===== src/verilog/mkcd_pkg.sv =====
// Shared constants and types for the keyer command decoder
package mkcd_pkg;
	localparam int unsigned CLK_HZ          = 25000000;
	localparam int unsigned PADDLE_RATE_HZ  = 2000;
	localparam int unsigned POT_RATE_HZ     = 10;
	localparam int unsigned PADDLE_DIV      = CLK_HZ / PADDLE_RATE_HZ;
	localparam int unsigned POT_DIV         = CLK_HZ / POT_RATE_HZ;
	localparam int unsigned CAL_WAIT_MS     = 100;
	localparam int unsigned CAL_WAIT_CYC    = CLK_HZ / 1000 * CAL_WAIT_MS;
	localparam int unsigned WORD_UNITS      = 7;
	localparam int unsigned DIT_MS_NUM      = 1200;
	localparam int unsigned CYC_PER_MS      = CLK_HZ / 1000;

	localparam logic [7:0] CMD_ADMIN    = 8'h00;
	localparam logic [7:0] CMD_SIDETONE = 8'h01;
	localparam logic [7:0] CMD_SPEED    = 8'h02;
	localparam logic [7:0] CMD_WEIGHT   = 8'h03;
	localparam logic [7:0] CMD_PTT      = 8'h04;
	localparam logic [7:0] CMD_POTSET   = 8'h05;
	localparam logic [7:0] CMD_LAST     = 8'h1f;
	localparam logic [7:0] CAL_END      = 8'hff;

	localparam logic [7:0] ADM_CAL      = 8'h00;
	localparam logic [7:0] ADM_RESET    = 8'h01;
	localparam logic [7:0] ADM_OPEN     = 8'h02;
	localparam logic [7:0] ADM_CLOSE    = 8'h03;
	localparam logic [7:0] ADM_ECHO     = 8'h04;
	localparam logic [7:0] ADM_PADDLE   = 8'h05;
	localparam logic [7:0] ADM_POT      = 8'h06;
	localparam logic [7:0] ADM_VALUES   = 8'h07;
	localparam logic [7:0] ADM_RSVD     = 8'h08;
	localparam logic [7:0] ADM_GETCAL   = 8'h09;

	localparam logic [7:0] PAD_UP_MIN   = 8'h98;
	localparam logic [7:0] PAD_DIT_MIN  = 8'h68;
	localparam logic [7:0] PAD_DAH_MIN  = 8'h47;

	localparam logic [7:0] TONE_MIN     = 8'h01;
	localparam logic [7:0] TONE_MAX     = 8'h0a;
	localparam logic [7:0] WPM_MIN      = 8'h05;
	localparam logic [7:0] WPM_MAX      = 8'h63;
	localparam logic [7:0] WGT_MIN      = 8'h0a;
	localparam logic [7:0] WGT_MAX      = 8'h5a;
	localparam logic [7:0] PTT_MAX      = 8'hfa;
	localparam logic [7:0] POT_RAW_MAX  = 8'h3f;

	localparam logic [7:0] RST_TONE     = 8'h05;
	localparam logic [7:0] RST_WPM      = 8'h00;
	localparam logic [7:0] RST_WGT      = 8'h32;
	localparam logic [7:0] RST_LEAD     = 8'h00;
	localparam logic [7:0] RST_TAIL     = 8'h00;
	localparam logic [7:0] RST_POT_MIN  = 8'h05;
	localparam logic [7:0] RST_POT_SPAN = 8'h1f;
	localparam logic [7:0] RST_POT_FS   = 8'h3f;
	localparam logic [7:0] RST_CAL      = 8'h80;
	localparam logic [1:0] POT_TAG      = 2'b10;
	localparam logic [3:0] N_VALUES     = 4'h8;

	typedef enum logic [3:0] {
		MKCD_IDLE   = 4'b0000,
		MKCD_ADMIN  = 4'b0001,
		MKCD_PARAM  = 4'b0010,
		MKCD_ECHO   = 4'b0011,
		MKCD_CALW   = 4'b0100,
		MKCD_CALF   = 4'b0101,
		MKCD_VALUES = 4'b0110
	} mkcd_state_t;
endpackage


===== src/verilog/mkcd_fifo_if.sv =====
// Handshake bundle between the decoder and its reply FIFO
`timescale 1ns/1ps
interface mkcd_fifo_if #(parameter int W = 8);
	logic         in_valid;
	logic         in_ready;
	logic [W-1:0] in_data;
	logic         out_valid;
	logic         out_ready;
	logic [W-1:0] out_data;
	logic         flush;
	modport producer (output in_valid, output in_data, output flush, input in_ready);
	modport fifo (input in_valid, input in_data, input flush, output in_ready,
		output out_valid, output out_data, input out_ready);
endinterface


===== src/verilog/mkcd_decoder.sv =====
// Keyer command decoder: host byte parsing, paddle priority, settings
`timescale 1ns/1ps
// What this block does
// - Strobe paddle sampling 2000 times and pot sampling 10 times per second.
// - Paddle activity aborts serial sending and flushes the character buffer.
// - During break-in, drop host data bytes; immediate commands still execute.
// - After paddling stops, wait one word space before serial sending resumes.
// - Bytes 0x01 to 0x1f are commands; parameters follow as raw bytes.
// - Immediate commands act at once and never enter the character buffer.
// - Interface starts closed; no unsolicited bytes go out while closed.
// - Admin code 0x00 plus subcode works while closed; replies go out at once.
// - Calibrate: subcode zero, 100 ms wait, then 0xff trims the timebase.
// - Subcode 1 resets to power-up state except break-in and paddle/pot sampling; subcode 8 is reserved.
// - Subcode 2 opens the interface and answers with the revision byte.
// - Subcode 3 closes the interface; settings and paddle service stay.
// - Subcode 4 echoes the next received byte unchanged.
// - Subcode 5 returns live paddle value; thresholds 152, 104, 71 decode state.
// - Subcode 6 returns raw pot position 0 to 63, unlimited.
// - Subcode 7 returns all setup values in default-block order.
// - Subcode 9 returns the stored calibration byte.
// - Command 0x01 value 1 to 10 selects the sidetone frequency.
// - Command 0x02 sets speed 5 to 99; zero means follow the pot.
// - Command 0x03 sets weighting 10 to 90, 50 neutral.
// - Command 0x04 sets lead-in and tail, 0 to 250 in 10 ms units.
// - Command 0x05 sets pot minimum, span and full scale.
// - Pot reports to host carry 10 in the two top bits.
module mkcd_decoder
	import mkcd_pkg::*;
#(
	parameter int         FIFO_DEPTH = 8,
	parameter int         PADDLE_DIV_P = mkcd_pkg::PADDLE_DIV,
	parameter int         POT_DIV_P    = mkcd_pkg::POT_DIV,
	parameter int         CAL_WAIT_P   = mkcd_pkg::CAL_WAIT_CYC,
	parameter int         MS_CYC_P     = mkcd_pkg::CYC_PER_MS,
	parameter logic [7:0] REV_CODE     = 8'h0a
) (
	input  wire logic       ref_clk_i,
	input  wire logic       rst_i,
	input  wire logic [7:0] rx_data_i,
	input  wire logic       rx_valid_i,
	output logic [7:0]      tx_data_o,
	output logic            tx_valid_o,
	input  wire logic       tx_ready_i,
	input  wire logic [7:0] paddle_adc_i,
	input  wire logic [5:0] pot_adc_i,
	output logic            paddle_sample_o,
	output logic            pot_sample_o,
	output logic            dit_down_o,
	output logic            dah_down_o,
	input  wire logic       keying_active_i,
	output logic            break_in_o,
	output logic            send_enable_o,
	output logic            buffer_flush_o,
	output logic [7:0]      buf_data_o,
	output logic            buf_valid_o,
	output logic            host_open_o,
	output logic [3:0]      sidetone_sel_o,
	output logic [6:0]      words_per_minute_o,
	output logic [6:0]      weighting_o,
	output logic [7:0]      ptt_lead_o,
	output logic [7:0]      ptt_tail_o,
	output logic [6:0]      pot_min_speed_o,
	output logic [6:0]      pot_speed_span_o,
	output logic [6:0]      pot_full_scale_o,
	output logic [7:0]      cal_value_o,
	output logic            cal_done_o
);
	////////////////////////////////////////////////////////////////////////
	mkcd_fifo_if #(.W(8)) rq ();
	mkcd_fifo #(.W(8), .DEPTH(FIFO_DEPTH)) u_fifo (
		.ref_clk_i (ref_clk_i),
		.rst_i     (rst_i),
		.port      (rq.fifo)
	);
	assign tx_data_o    = rq.out_data;
	assign tx_valid_o   = rq.out_valid;
	assign rq.out_ready = tx_ready_i;

	////////////////////////////////////////////////////////////////////////
	// Sample strobes
	logic [31:0] pad_cnt, next_pad_cnt, pot_cnt, next_pot_cnt;
	logic [7:0]  pad_val, next_pad_val;
	logic [5:0]  pot_val, next_pot_val, pot_rep, next_pot_rep;
	logic        pad_tick, pot_tick;
	assign pad_tick = (pad_cnt == 32'(PADDLE_DIV_P - 1));
	assign pot_tick = (pot_cnt == 32'(POT_DIV_P - 1));

	always_comb
	begin
		next_pad_cnt = pad_tick ? '0 : pad_cnt + 32'd1;
		next_pot_cnt = pot_tick ? '0 : pot_cnt + 32'd1;
		next_pad_val = pad_tick ? paddle_adc_i : pad_val;
		next_pot_val = pot_tick ? pot_adc_i : pot_val;
	end

	always_ff @(posedge ref_clk_i or posedge rst_i)
	begin
		if (rst_i)
		begin
			pad_cnt <= '0;
			pot_cnt <= '0;
			pad_val <= 8'hff;
			pot_val <= '0;
		end
		else
		begin
			pad_cnt <= next_pad_cnt;
			pot_cnt <= next_pot_cnt;
			pad_val <= next_pad_val;
			pot_val <= next_pot_val;
		end
	end
	assign paddle_sample_o = pad_tick;
	assign pot_sample_o    = pot_tick;

	// Paddle thresholds on the latest sample
	always_comb
	begin
		dit_down_o = 1'b0;
		dah_down_o = 1'b0;
		if (pad_val >= PAD_UP_MIN)
			dit_down_o = 1'b0;
		else if (pad_val >= PAD_DIT_MIN)
			dit_down_o = 1'b1;
		else if (pad_val >= PAD_DAH_MIN)
			dah_down_o = 1'b1;
		else
		begin
			dit_down_o = 1'b1;
			dah_down_o = 1'b1;
		end
	end

	////////////////////////////////////////////////////////////////////////
	// Break-in and word-space hang
	logic        paddle_act;
	logic        brk, next_brk;
	logic [31:0] hang, next_hang, word_cyc;
	logic [6:0]  eff_wpm;
	assign paddle_act = dit_down_o || dah_down_o || keying_active_i;
	// Word space is seven dits of 1200/wpm ms
	assign word_cyc = 32'(WORD_UNITS * DIT_MS_NUM) * 32'(MS_CYC_P) / {25'd0, eff_wpm};

	always_comb
	begin
		next_brk  = brk;
		next_hang = hang;
		if (paddle_act)
		begin
			next_brk  = 1'b1;
			next_hang = word_cyc;
		end
		else if (brk)
		begin
			if (hang <= 32'd1)
				next_brk = 1'b0;
			next_hang = hang - 32'd1;
		end
	end

	always_ff @(posedge ref_clk_i or posedge rst_i)
	begin
		if (rst_i)
		begin
			brk  <= 1'b0;
			hang <= '0;
		end
		else
		begin
			brk  <= next_brk;
			hang <= next_hang;
		end
	end
	assign break_in_o     = brk;
	assign send_enable_o  = !brk && !paddle_act;
	assign buffer_flush_o = paddle_act && !brk;

	////////////////////////////////////////////////////////////////////////
	// Command parser and settings
	mkcd_state_t st, next_st;
	logic [7:0] cmd, next_cmd;
	logic [1:0] pidx, next_pidx;
	logic [7:0] p0, next_p0, p1, next_p1;
	logic       opened, next_opened;
	logic [7:0] tone, words_per_minute, wgt, lead, tail, pmin, pspan, pfs, calv;
	logic [7:0] next_tone, next_wpm, next_wgt, next_lead, next_tail;
	logic [7:0] next_pmin, next_pspan, next_pfs, next_calv;
	logic [31:0] cal_cnt, next_cal_cnt;
	logic [3:0] vidx, next_vidx;
	logic       cdone, next_cdone;
	logic       push;
	logic [7:0] push_data;
	logic [7:0] vsel;
	logic       soft_rst;
	logic       pot_push;

	always_comb
	begin
		case (vidx)
			4'h0: vsel = tone;
			4'h1: vsel = words_per_minute;
			4'h2: vsel = wgt;
			4'h3: vsel = lead;
			4'h4: vsel = tail;
			4'h5: vsel = pmin;
			4'h6: vsel = pspan;
			default: vsel = pfs;
		endcase
	end

	always_comb
	begin
		next_st = st; next_cmd = cmd; next_pidx = pidx; next_p0 = p0; next_p1 = p1;
		next_opened = opened; next_tone = tone; next_wpm = words_per_minute; next_wgt = wgt;
		next_lead = lead; next_tail = tail; next_pmin = pmin; next_pspan = pspan;
		next_pfs = pfs; next_calv = calv; next_cal_cnt = cal_cnt; next_vidx = vidx;
		next_cdone = cdone; push = 1'b0; push_data = '0; soft_rst = 1'b0; pot_push = 1'b0;
		buf_valid_o = 1'b0;
		case (st)
			MKCD_IDLE:
			if (rx_valid_i)
			begin
				next_cmd  = rx_data_i;
				next_pidx = '0;
				if (rx_data_i == CMD_ADMIN)
					next_st = MKCD_ADMIN;
				else if (rx_data_i >= CMD_SIDETONE && rx_data_i <= CMD_POTSET)
					next_st = MKCD_PARAM;
				else if (rx_data_i > CMD_LAST && !brk)
					buf_valid_o = 1'b1;
			end
			MKCD_ADMIN:
			if (rx_valid_i)
			begin
				next_st = MKCD_IDLE;
				case (rx_data_i)
					ADM_CAL:    next_st = MKCD_CALW;
					ADM_RESET:  soft_rst = 1'b1;
					ADM_OPEN:
					begin
						next_opened = 1'b1;
						push = 1'b1;
						push_data = REV_CODE;
					end
					ADM_CLOSE:  next_opened = 1'b0;
					ADM_ECHO:   next_st = MKCD_ECHO;
					ADM_PADDLE:
					begin
						push = 1'b1;
						push_data = pad_val;
					end
					ADM_POT:
					begin
						push = 1'b1;
						push_data = {2'b00, pot_val};
					end
					ADM_VALUES:
					begin
						next_vidx = '0;
						next_st = MKCD_VALUES;
					end
					ADM_GETCAL:
					begin
						push = 1'b1;
						push_data = calv;
					end
					default:    next_st = MKCD_IDLE;
				endcase
			end
			MKCD_ECHO:
			if (rx_valid_i)
			begin
				push = 1'b1;
				push_data = rx_data_i;
				next_st = MKCD_IDLE;
			end
			MKCD_VALUES:
			if (rq.in_ready)
			begin
				push = 1'b1;
				push_data = vsel;
				next_vidx = vidx + 4'h1;
				if (vidx == N_VALUES - 4'h1)
					next_st = MKCD_IDLE;
			end
			MKCD_CALW:
			begin
				next_cal_cnt = cal_cnt + 32'd1;
				if (rx_valid_i)
				begin
					next_st = MKCD_IDLE;
					// Gap includes the edge that takes the end byte
					if (rx_data_i == CAL_END && cal_cnt + 32'd1 >= 32'(CAL_WAIT_P))
					begin
						next_calv = 8'((cal_cnt + 32'd1) / 32'(CAL_WAIT_P / 128));
						next_cdone = 1'b1;
					end
					next_cal_cnt = '0;
				end
			end
			MKCD_PARAM:
			if (rx_valid_i)
			begin
				next_pidx = pidx + 2'd1;
				next_p0 = (pidx == 2'd0) ? rx_data_i : p0;
				next_p1 = (pidx == 2'd1) ? rx_data_i : p1;
				next_st = MKCD_IDLE;
				case (cmd)
					CMD_SIDETONE:
					if (rx_data_i >= TONE_MIN && rx_data_i <= TONE_MAX)
						next_tone = rx_data_i;
					CMD_SPEED:
					if (rx_data_i == RST_WPM || (rx_data_i >= WPM_MIN && rx_data_i <= WPM_MAX))
						next_wpm = rx_data_i;
					CMD_WEIGHT:
					if (rx_data_i >= WGT_MIN && rx_data_i <= WGT_MAX)
						next_wgt = rx_data_i;
					CMD_PTT:
					if (pidx == 2'd0)
						next_st = MKCD_PARAM;
					else if (p0 <= PTT_MAX && rx_data_i <= PTT_MAX)
					begin
						next_lead = p0;
						next_tail = rx_data_i;
					end
					CMD_POTSET:
					if (pidx != 2'd2)
						next_st = MKCD_PARAM;
					else if (p0 >= WPM_MIN && 9'(p0) + 9'(p1) <= 9'(WPM_MAX)
						&& rx_data_i <= POT_RAW_MAX)
					begin
						next_pmin = p0;
						next_pspan = p1;
						next_pfs = rx_data_i;
					end
					default: next_st = MKCD_IDLE;
				endcase
			end
			default: next_st = MKCD_IDLE;
		endcase
		// Unsolicited pot change only while open
		if (!push && opened && pot_rep != pot_val && st == MKCD_IDLE)
		begin
			push = 1'b1;
			pot_push = 1'b1;
			push_data = {POT_TAG, pot_val};
		end
	end
	assign buf_data_o = rx_data_i;
	// Only a report the FIFO took counts as sent, so a dropped one retries
	assign next_pot_rep = (pot_push && rq.in_ready) ? pot_val : pot_rep;
	assign rq.in_valid = push;
	assign rq.in_data  = push_data;
	assign rq.flush    = soft_rst;

	always_ff @(posedge ref_clk_i or posedge rst_i)
	begin
		if (rst_i)
		begin
			st <= MKCD_IDLE; cmd <= '0; pidx <= '0; p0 <= '0; p1 <= '0;
			opened <= 1'b0;
			tone <= RST_TONE; words_per_minute <= RST_WPM; wgt <= RST_WGT; lead <= RST_LEAD;
			tail <= RST_TAIL; pmin <= RST_POT_MIN; pspan <= RST_POT_SPAN;
			pfs <= RST_POT_FS; calv <= RST_CAL; cal_cnt <= '0; vidx <= '0;
			cdone <= 1'b0; pot_rep <= '0;
		end
		else if (soft_rst)
		begin
			st <= MKCD_IDLE; cmd <= '0; pidx <= '0; p0 <= '0; p1 <= '0;
			opened <= 1'b0;
			tone <= RST_TONE; words_per_minute <= RST_WPM; wgt <= RST_WGT; lead <= RST_LEAD;
			tail <= RST_TAIL; pmin <= RST_POT_MIN; pspan <= RST_POT_SPAN;
			pfs <= RST_POT_FS; calv <= RST_CAL; cal_cnt <= '0; vidx <= '0;
			cdone <= 1'b0; pot_rep <= '0;
		end
		else
		begin
			st <= next_st; cmd <= next_cmd; pidx <= next_pidx; p0 <= next_p0;
			p1 <= next_p1; opened <= next_opened; tone <= next_tone; words_per_minute <= next_wpm;
			wgt <= next_wgt; lead <= next_lead; tail <= next_tail; pmin <= next_pmin;
			pspan <= next_pspan; pfs <= next_pfs; calv <= next_calv;
			cal_cnt <= next_cal_cnt; vidx <= next_vidx; cdone <= next_cdone;
			pot_rep <= next_pot_rep;
		end
	end

	// Pot maps 0..full scale onto min..min+span when speed is zero
	logic [13:0] pot_scaled;
	assign pot_scaled = (pfs == '0) ? '0 : 14'({8'd0, pot_val} * 14'(pspan) / 14'(pfs));
	assign eff_wpm = (words_per_minute != RST_WPM) ? words_per_minute[6:0] : 7'(14'(pmin) + pot_scaled);

	assign host_open_o        = opened;
	assign sidetone_sel_o     = tone[3:0];
	assign words_per_minute_o = eff_wpm;
	assign weighting_o        = wgt[6:0];
	assign ptt_lead_o         = lead;
	assign ptt_tail_o         = tail;
	assign pot_min_speed_o    = pmin[6:0];
	assign pot_speed_span_o   = pspan[6:0];
	assign pot_full_scale_o   = pfs[6:0];
	assign cal_value_o        = calv;
	assign cal_done_o         = cdone;

	////////////////////////////////////////////////////////////////////////
	a_closed_silent: assert property (@(posedge ref_clk_i) disable iff (rst_i)
		(st == MKCD_IDLE && !opened) |-> !rq.in_valid)
		else $error("unsolicited byte while closed");
	a_pot_tag: assert property (@(posedge ref_clk_i) disable iff (rst_i)
		(rq.in_valid && st == MKCD_IDLE) |-> rq.in_data[7:6] == POT_TAG)
		else $error("pot report lacks tag");
	a_open_reply: assert property (@(posedge ref_clk_i) disable iff (rst_i)
		(st == MKCD_ADMIN && rx_valid_i && rx_data_i == ADM_OPEN)
		|-> rq.in_valid && rq.in_data == REV_CODE ##1 opened)
		else $error("open without revision reply");
	a_flush_on_paddle: assert property (@(posedge ref_clk_i) disable iff (rst_i)
		$rose(paddle_act) && !brk |-> buffer_flush_o ##1 brk)
		else $error("paddle did not flush");
	a_breakin_drop: assert property (@(posedge ref_clk_i) disable iff (rst_i)
		brk |-> !buf_valid_o)
		else $error("data buffered during break-in");
	a_speed_range: assert property (@(posedge ref_clk_i) disable iff (rst_i)
		(words_per_minute == RST_WPM) || (words_per_minute >= WPM_MIN && words_per_minute <= WPM_MAX))
		else $error("speed out of range");
	a_tone_range: assert property (@(posedge ref_clk_i) disable iff (rst_i)
		tone >= TONE_MIN && tone <= TONE_MAX)
		else $error("sidetone out of range");
	a_echo_back: assert property (@(posedge ref_clk_i) disable iff (rst_i)
		(st == MKCD_ECHO && rx_valid_i) |-> rq.in_valid && rq.in_data == rx_data_i)
		else $error("echo byte not returned");
endmodule


===== src/verilog/mkcd_fifo.sv =====
// Small synchronous FIFO with registered read data
`timescale 1ns/1ps
module mkcd_fifo #(
	parameter int W     = 8,
	parameter int DEPTH = 8
) (
	input  wire logic     ref_clk_i,
	input  wire logic     rst_i,
	mkcd_fifo_if.fifo     port
);
	localparam int AW = $clog2(DEPTH);
	logic [W-1:0]  mem [DEPTH];
	logic [AW:0]   wr_ptr;
	logic [AW:0]   rd_ptr;
	logic [AW:0]   next_wr_ptr;
	logic [AW:0]   next_rd_ptr;
	logic [W-1:0]  dout;
	logic          dvalid;
	logic          next_dvalid;
	logic          empty;
	logic          full;
	logic          pop;

	assign empty = (wr_ptr == rd_ptr);
	assign full  = (wr_ptr[AW-1:0] == rd_ptr[AW-1:0]) && (wr_ptr[AW] != rd_ptr[AW]);
	assign port.in_ready  = !full;
	assign port.out_valid = dvalid;
	assign port.out_data  = dout;
	// Output register refills when drained or empty
	assign pop = !empty && (!dvalid || port.out_ready);

	always_comb
	begin
		next_wr_ptr = wr_ptr;
		next_rd_ptr = rd_ptr;
		next_dvalid = dvalid;
		if (port.in_valid && !full)
			next_wr_ptr = wr_ptr + 1'b1;
		if (pop)
			next_rd_ptr = rd_ptr + 1'b1;
		if (pop)
			next_dvalid = 1'b1;
		else if (port.out_ready)
			next_dvalid = 1'b0;
		if (port.flush)
		begin
			next_wr_ptr = '0;
			next_rd_ptr = '0;
			next_dvalid = 1'b0;
		end
	end

	always_ff @(posedge ref_clk_i or posedge rst_i)
	begin
		if (rst_i)
		begin
			wr_ptr <= '0;
			rd_ptr <= '0;
			dvalid <= 1'b0;
		end
		else
		begin
			wr_ptr <= next_wr_ptr;
			rd_ptr <= next_rd_ptr;
			dvalid <= next_dvalid;
		end
	end

	always_ff @(posedge ref_clk_i)
	begin
		if (port.in_valid && !full)
			mem[wr_ptr[AW-1:0]] <= port.in_data;
		if (pop)
			dout <= mem[rd_ptr[AW-1:0]];
	end
endmodule


===== config.mk =====
export PLATFORM = sky130hd
export DESIGN_NAME = mkcd_decoder
export DESIGN_NICKNAME = d
export VERILOG_FILES = /design/src/verilog/mkcd_pkg.sv /design/src/verilog/mkcd_fifo_if.sv /design/src/verilog/mkcd_decoder.sv /design/src/verilog/mkcd_fifo.sv
export SDC_FILE = /design/constraint.sdc
export NUM_CORES = 2
export LEC_CHECK = 0
export ABC_AREA = 1
export BUFFER_PORTS_ARGS = -buffer_cell sky130_fd_sc_hd__clkbuf_2
export CAP_MARGIN = 10
export CELL_PAD_IN_SITES_DETAIL_PLACEMENT = 0
export CELL_PAD_IN_SITES_GLOBAL_PLACEMENT = 1
export CORE_UTILIZATION = 45
export CTS_BUF_LIST = sky130_fd_sc_hd__clkbuf_8
export CTS_CLUSTER_SIZE = 28
export DETAILED_ROUTE_END_ITERATION = 10
export HOLD_SLACK_MARGIN = 0.06
export PLACE_DENSITY_LB_ADDON = 0.1
export SYNTH_ARGS = -nofsm -noshare
export SYNTH_HDL_FRONTEND = slang
export SYNTH_HIERARCHICAL = 1
export SYNTH_SLANG_ARGS = --single-unit
export TNS_END_PERCENT = 1

===== constraint.sdc =====
create_clock -name ref_clk_i -period 137 [get_ports ref_clk_i]
set_input_delay 6.85 -clock ref_clk_i [delete_from_list [all_inputs] [get_ports ref_clk_i]]
set_output_delay 6.85 -clock ref_clk_i [all_outputs]
set_load 0.005 [all_outputs]

# ---- After elaboration in Yosys (flattened, before gate mapping)
# Memories as Yosys holds them, arrays and structs flattened. A register that Yosys moved wholly into a read port is not among the register bits.
# Index checks and enable logic that the tools add are counted.
dict set report totals {
  ff_bits 266
  mem_bits_rw 64
  input_bits 27
  output_inout_bits 90
  elab_cells 321
  mem_count 1
}
dict set report classes {
  addsub 10
  mul 1
  div_mod_pow 3
  n_lt_le_gt_ge 18
  eq_ne 44
  mux 141
  reduce_logical 75
}
# memory words word_bits rd rd_clocked_by_memory_dff write_ports line_no
set memory_table {}
lappend memory_table {u_fifo.mem 8 8 1 1 1 mkcd_fifo.sv:12} ;# logic [W-1:0] mem [DEPTH];
# cell n
set op_table {}
lappend op_table {{8-bit 2-to-1 mux} 64}
lappend op_table {{32-bit 2-to-1 mux} 7}
lappend op_table {{32-bit by 1-bit adder with 32-bit output (second input constant)} 3}
lappend op_table {{4-bit 2-to-1 mux} 17}
lappend op_table {{8-bit one-hot mux with 7 select lines} 1}
lappend op_table {{8-bit by 3-bit equality test with 1-bit output (second input constant)} 6}
lappend op_table {{2-bit nonzero test} 22}
lappend op_table {{1-bit 2-to-1 mux} 34}
lappend op_table {{28-bit by 7-bit divider with 32-bit output (first input constant)} 1}
lappend op_table {{32-bit by 15-bit divider with 32-bit output (second input constant)} 1}
lappend op_table {{32-bit by 14-bit equality test with 1-bit output (second input constant)} 1}
lappend op_table {{32-bit by 22-bit equality test with 1-bit output (second input constant)} 1}
lappend op_table {{8-bit by 2-bit equality test with 1-bit output (second input constant)} 4}
lappend op_table {{32-bit by 22-bit greater-or-equal comparator with 1-bit output (second input constant)} 1}
lappend op_table {{32-bit by 1-bit <= comparator with 1-bit output (second input constant)} 1}
lappend op_table {{8-bit one-hot mux with 4 select lines} 1}
lappend op_table {{32-bit by 1-bit subtractor with 32-bit output (second input constant)} 1}
lappend op_table {{4-bit by 3-bit equality test with 1-bit output (second input constant)} 6}
lappend op_table {{8-bit one-hot mux with 3 select lines} 1}
lappend op_table {{4-bit one-hot mux with 5 select lines} 1}
lappend op_table {{1-bit logical AND} 18}
lappend op_table {{4-bit by 2-bit equality test with 1-bit output (second input constant)} 4}
lappend op_table {{8-bit by 1-bit equality test with 1-bit output (second input constant)} 2}
lappend op_table {{8-bit by 3-bit greater-or-equal comparator with 1-bit output (second input constant)} 2}
lappend op_table {{other kinds (52)} 92}

# ---- Logic depth before layout (Yosys ltp)
dict set report logic_depth {
  ltp_word 13
  ltp_mapped 608
  mapped_depth_nobuf 571
}

# ---- Hierarchy
# Netlist, hierarchy kept.
# module n_inst cells_each area_per_inst_um2 seq_area_each_um2
set by_module_without_submodules {}
lappend by_module_without_submodules {mkcd_decoder 1 8914 54379.7 6439.9}
lappend by_module_without_submodules {mkcd_fifo 1 285 3352.0 2387.3}

# ---- Worst setup path after synthesis
# Ideal clock, no wire load.
dict set report synth_path {
  path_type {register to register}
  start {reg pot_val[2]}
  end {reg hang[0]}
  setup_time_ns 0.119
  arrival_ns 80.574
  t_required_ns 136.881
  setup_slack_ns 56.307
  stages_incl_launch_ff 580
  n_path_buf 40
  synth_period_minus_slack_ns 80.693
  cell_sequence {dfrtp_1 > clkbuf_1 > nand2_1 > fa_1 > inv_1 > fa_1 > inv_1 > fa_1 > inv_1 > ha_1 > a21oi_1 > nand2_1 > a21oi_1 > o21bai_1 > a21oi_1 > o21ai_0 > a21o_1 > a21oi_1 > (+544 left out) > nand2_1 > nand2_1 > nand4_2 > nor2_2 > nand2_2 > inv_1 > nand2_1 > nor2_4 > buf_2 > nand2_1 > o21ai_1 > ha_1 > a21oi_1 > o211ai_1 > a21oi_1 > nand3_1 > nand2_1 > nand2_1}
}
dict set report synth_via {
  elab_chain_len 7
}
# element line_no
set synth_lines {}
lappend synth_lines {{start: declaration} mkcd_decoder.sv:83} ;# logic [5:0] pot_val, next_pot_val, pot_rep, next_pot_rep;
lappend synth_lines {{start signal: assignment} mkcd_decoder.sv:110} ;# pot_val <= next_pot_val;
lappend synth_lines {{6-bit by 8-bit multiplier with 14-bit output} mkcd_decoder.sv:389} ;# assign pot_scaled = (pfs == '0) ? '0 : 14'({8'd0, pot_val} * 14'(pspan) / 14'(pfs));
lappend synth_lines {{14-bit by 8-bit divider with 14-bit output} mkcd_decoder.sv:389}
lappend synth_lines {{7-bit 2-to-1 mux} mkcd_decoder.sv:389}
lappend synth_lines {{7-bit adder} mkcd_decoder.sv:390} ;# assign eff_wpm = (words_per_minute != RST_WPM) ? words_per_minute[6:0] : 7'(14'(pmin) + pot_scaled);
lappend synth_lines {{7-bit 2-to-1 mux} mkcd_decoder.sv:390}
lappend synth_lines {{28-bit by 7-bit divider with 32-bit output} mkcd_decoder.sv:142} ;# assign word_cyc = 32'(WORD_UNITS * DIT_MS_NUM) * 32'(MS_CYC_P) / {25'd0, eff_wpm};
lappend synth_lines {{32-bit 2-to-1 mux} mkcd_decoder.sv:148} ;# if (paddle_act)
lappend synth_lines {{end signal: assignment} mkcd_decoder.sv:171} ;# hang <= next_hang;
lappend synth_lines {{end: declaration} mkcd_decoder.sv:138} ;# logic [31:0] hang, next_hang, word_cyc;
# Every way passes these cells.
# A chain may end at the register's enable or synchronous reset.

# ---- Final worst setup path
dict set report layout_path {
  start {reg pspan[2]}
  end {reg hang[0]}
}
dict set report layout_via {
  elab_chain_len 7
}
# element line_no
set layout_lines {}
lappend layout_lines {{start: declaration} mkcd_decoder.sv:185} ;# logic [7:0] tone, words_per_minute, wgt, lead, tail, pmin, pspan, pfs, calv;
lappend layout_lines {{start signal: assignment} mkcd_decoder.sv:381} ;# pspan <= next_pspan; pfs <= next_pfs; calv <= next_calv;
lappend layout_lines {{6-bit by 8-bit multiplier with 14-bit output} mkcd_decoder.sv:389}
lappend layout_lines {{14-bit by 8-bit divider with 14-bit output} mkcd_decoder.sv:389}
lappend layout_lines {{7-bit 2-to-1 mux} mkcd_decoder.sv:389}
lappend layout_lines {{7-bit adder} mkcd_decoder.sv:390}
lappend layout_lines {{7-bit 2-to-1 mux} mkcd_decoder.sv:390}
lappend layout_lines {{28-bit by 7-bit divider with 32-bit output} mkcd_decoder.sv:142}
lappend layout_lines {{32-bit 2-to-1 mux} mkcd_decoder.sv:148}
# Every way passes these cells.

==> impl_metrics.yaml <==
timing:
  setup_viol: 0
  fin_tns_setup_ns: 0
  slew_headroom: 0.183
  fin_skew_ns: 0.0455
  worst_pin_slew_ns: 1.22
  slew_violations: 0
  final-hold-violation-count: 0
  rsz0062_at_grt: "false"
  period_share: 0.678
  max_freq_mhz: 10.8
  min_period_ns: 92.83
synthesis:
  synth_cell_types: 94
  syn_nets: 9563
  ys_warn_count: 6
  syn_inst: 9199
  ys.flop_type: "dfrtp_1"
  syn_area_sq_um: 57700
  yosysSeqAreaShare: 0.153
  synth_edf_count: 72
  synth-seq-cells: 337
  async_reset_ff_frac: 0.786
  syn_avg_cell_area_sq_um: 6.28
setup_path:
  slowest_delay_ns: 0.73
  path_class: "register to register"
  critPathSlowestCell: "nor2_1"
  startpoint: "pspan[2]"
  cpMostUsedCell: "nand2_1"
  worst_ep_required_time_ns: 137.57
  critPathCaptureType: "register"
  start_kind: "register"
  critical_path_arrival_ns: 93.40
  r2r_start: "pspan[2]"
  path_max_fanout: 40
grt:
  grtUsageMet1: 0.362
  grt-busiest-layer: "met2"
  grt_use_met2: 0.461
  grt_pass1_vias: 54336
  grt-ovfl-total: 0
  grt_max_degree: 111
  grt_pass1_wl_mm: 289
  grtUsageTotal: 0.270
  use_met3: 0.0276
  antenna_found_initial: 2
clock_network:
  cts_resized: 0
  cts_max_level: 3
  cts_setup_buffers: 0
  cts_buffer_depth: 3
  cts_sinks: 337
  insertion_delay_ns: 0.70
  clk_pin_slew_worst_paths_ns: 0.07
  ctsRootBufferMaster: "clkbuf_8"
  cts_made_buffers: 68
  cts_tree: "done"
  hold_buffers: 0
finish:
  fin_util: 0.475
  syn2layout_area_growth_pct: 4.71
  final_nets: 9583
  layout-drive-gt1-share: 0.150
detailed_routing:
  drt-pass1-iter-count: 6
  wl_mm: 179
  drc: 0
  drt_iter0_markers: 4035
  ant_nets: 0
  vias: 57795
  vias_per_cell: 5.29
  wire_per_inst_um: 16.3
min_path:
  hp-class: "register to register"
  hp-start: "pot_cnt[0]"
placed_design:
  gp_congestion: 0.914
  dp_hpwl_mm: 145
  io_buffer_count: 116
die:
  row_count: 131
  core-area_sq_um: 127000
  die-width_um: 360
  die_y_um: 360
  io-pin-count: 117
  start_util: 0.453
  die_area_sq_um: 130000
job:
  cap_violations: 0
run_status:
  status: "complete, no violations"
critical path, delay by kind of cell (launching register included):
| family | cells | cell delay, ns |
|---|---|---|
| AND/OR/NAND/NOR | 224 | 33.76 |
| XOR/XNOR | 1 | 0.21 |
| adder cells (fa/ha/maj) | 51 | 17.40 |
| AO/OA/AOI/OAI | 185 | 32.48 |
| flip-flops | 1 | 0.61 |
| buffers and inverters | 72 | 8.12 |
path summary, 6_finish.rpt:
path	to	slack, ns	cells past startpoint
worst min-delay path	pot_cnt[0]	0.45	1
max in group asynchronous	pot_cnt[28]	129.10	3
worst max register to register	hang[0]	44.17	533
worst min register to register	pot_cnt[0]	0.45	1
min in group asynchronous	u_fifo/port.out_valid	6.23	2
worst max-delay path	hang[0]	44.17	533
cells by family (layout without fill, tap and decap cells):
kind of cell / after synthesis / in the layout / share of synthesized area
other: 0 / 2 / 0
and+or+nand+nor: 5283 / 5283 / 0.458
buffers and inverters: 1624 / 1693 / 0.126
adders and majority gates: 337 / 337 / 0.0765
muxes: 4 / 4 / 0.000715
AOI/OAI and AO/OA: 1208 / 1208 / 0.124
DFF: 337 / 337 / 0.153
xor gates and xnor gates: 406 / 406 / 0.0621
Yosys cell counts (109+ instances only):
cell,instances,area (sq um)
nand3_2,131,1310
nor3_1,109,546
dfrtp_1,238,5960
ha_1,310,3880
nand2_2,311,1950
xnor2_1,132,1160
nand4_1,234,1460
inv_1,1240,4650
nand2_1,2468,9260
a21oi_1,290,1450
o21ai_0,485,2430
xor2_1,270,2360
nand2_4,126,1420
nand3_1,735,3680
nor2_1,772,2900
through the flow:
step	setup slack [ns]	hold WS [ns]	area, sq um	std cells
after global placement	47.70	0.453	59000	10810
after CTS	44.52	0.457	60400	10929
after global routing	32.88	0.487	60400	10931
after floorplan	56.31	0.432	57700	9199
final	44.17	0.454	60500	10932
after detailed placement	44.79	0.451	59000	10810
layout make-up:
cell class,instances,area [sq um]
fillers,13678,66900
repair buffers,155,871
well taps,1662,2080
flip-flops and latches,337,8830
clock buffers,78,1070
multi-input cells,7238,41700
inverters,1419,5610
diodes,2,5.00
clock inverters,41,323
registers in the layout (all words and copies together) (netlist names), 32 cells and up:
register / count
u_fifo/mem: 64
pot_cnt: 32
pad_cnt: 32
cal_cnt: 32
hang: 32
routing by layer:
| layer | routed length, um | vias up |
|---|---|---|
| li1 | - | 29865 |
| met1 | 83900 | 26535 |
| met2 | 83100 | 1190 |
| met3 | 7510 | 205 |
| met4 | 4090 | 0 |
| met5 | 0 | - |
cells in the final DEF, fill, tap and decap left out, drive strengths merged, types with 29 or more instances in the layout:
cell type,instances
clkbuf,194
a21o,34
nor3,119
xnor2,132
o21bai,33
o22ai,52
dfrtp,238
nand4,251
edfxtp,72
o211ai,29
nand2,2909
buf,39
a21oi,302
ha,310
nor2,956
xor2,274
nand3b,60
nand3,915
o21ai,619
inv,1369
or2,35
clkinv,73
Power is not shown: default switching activity piles up to over one toggle a cycle in this logic, so the estimate is an artifact.
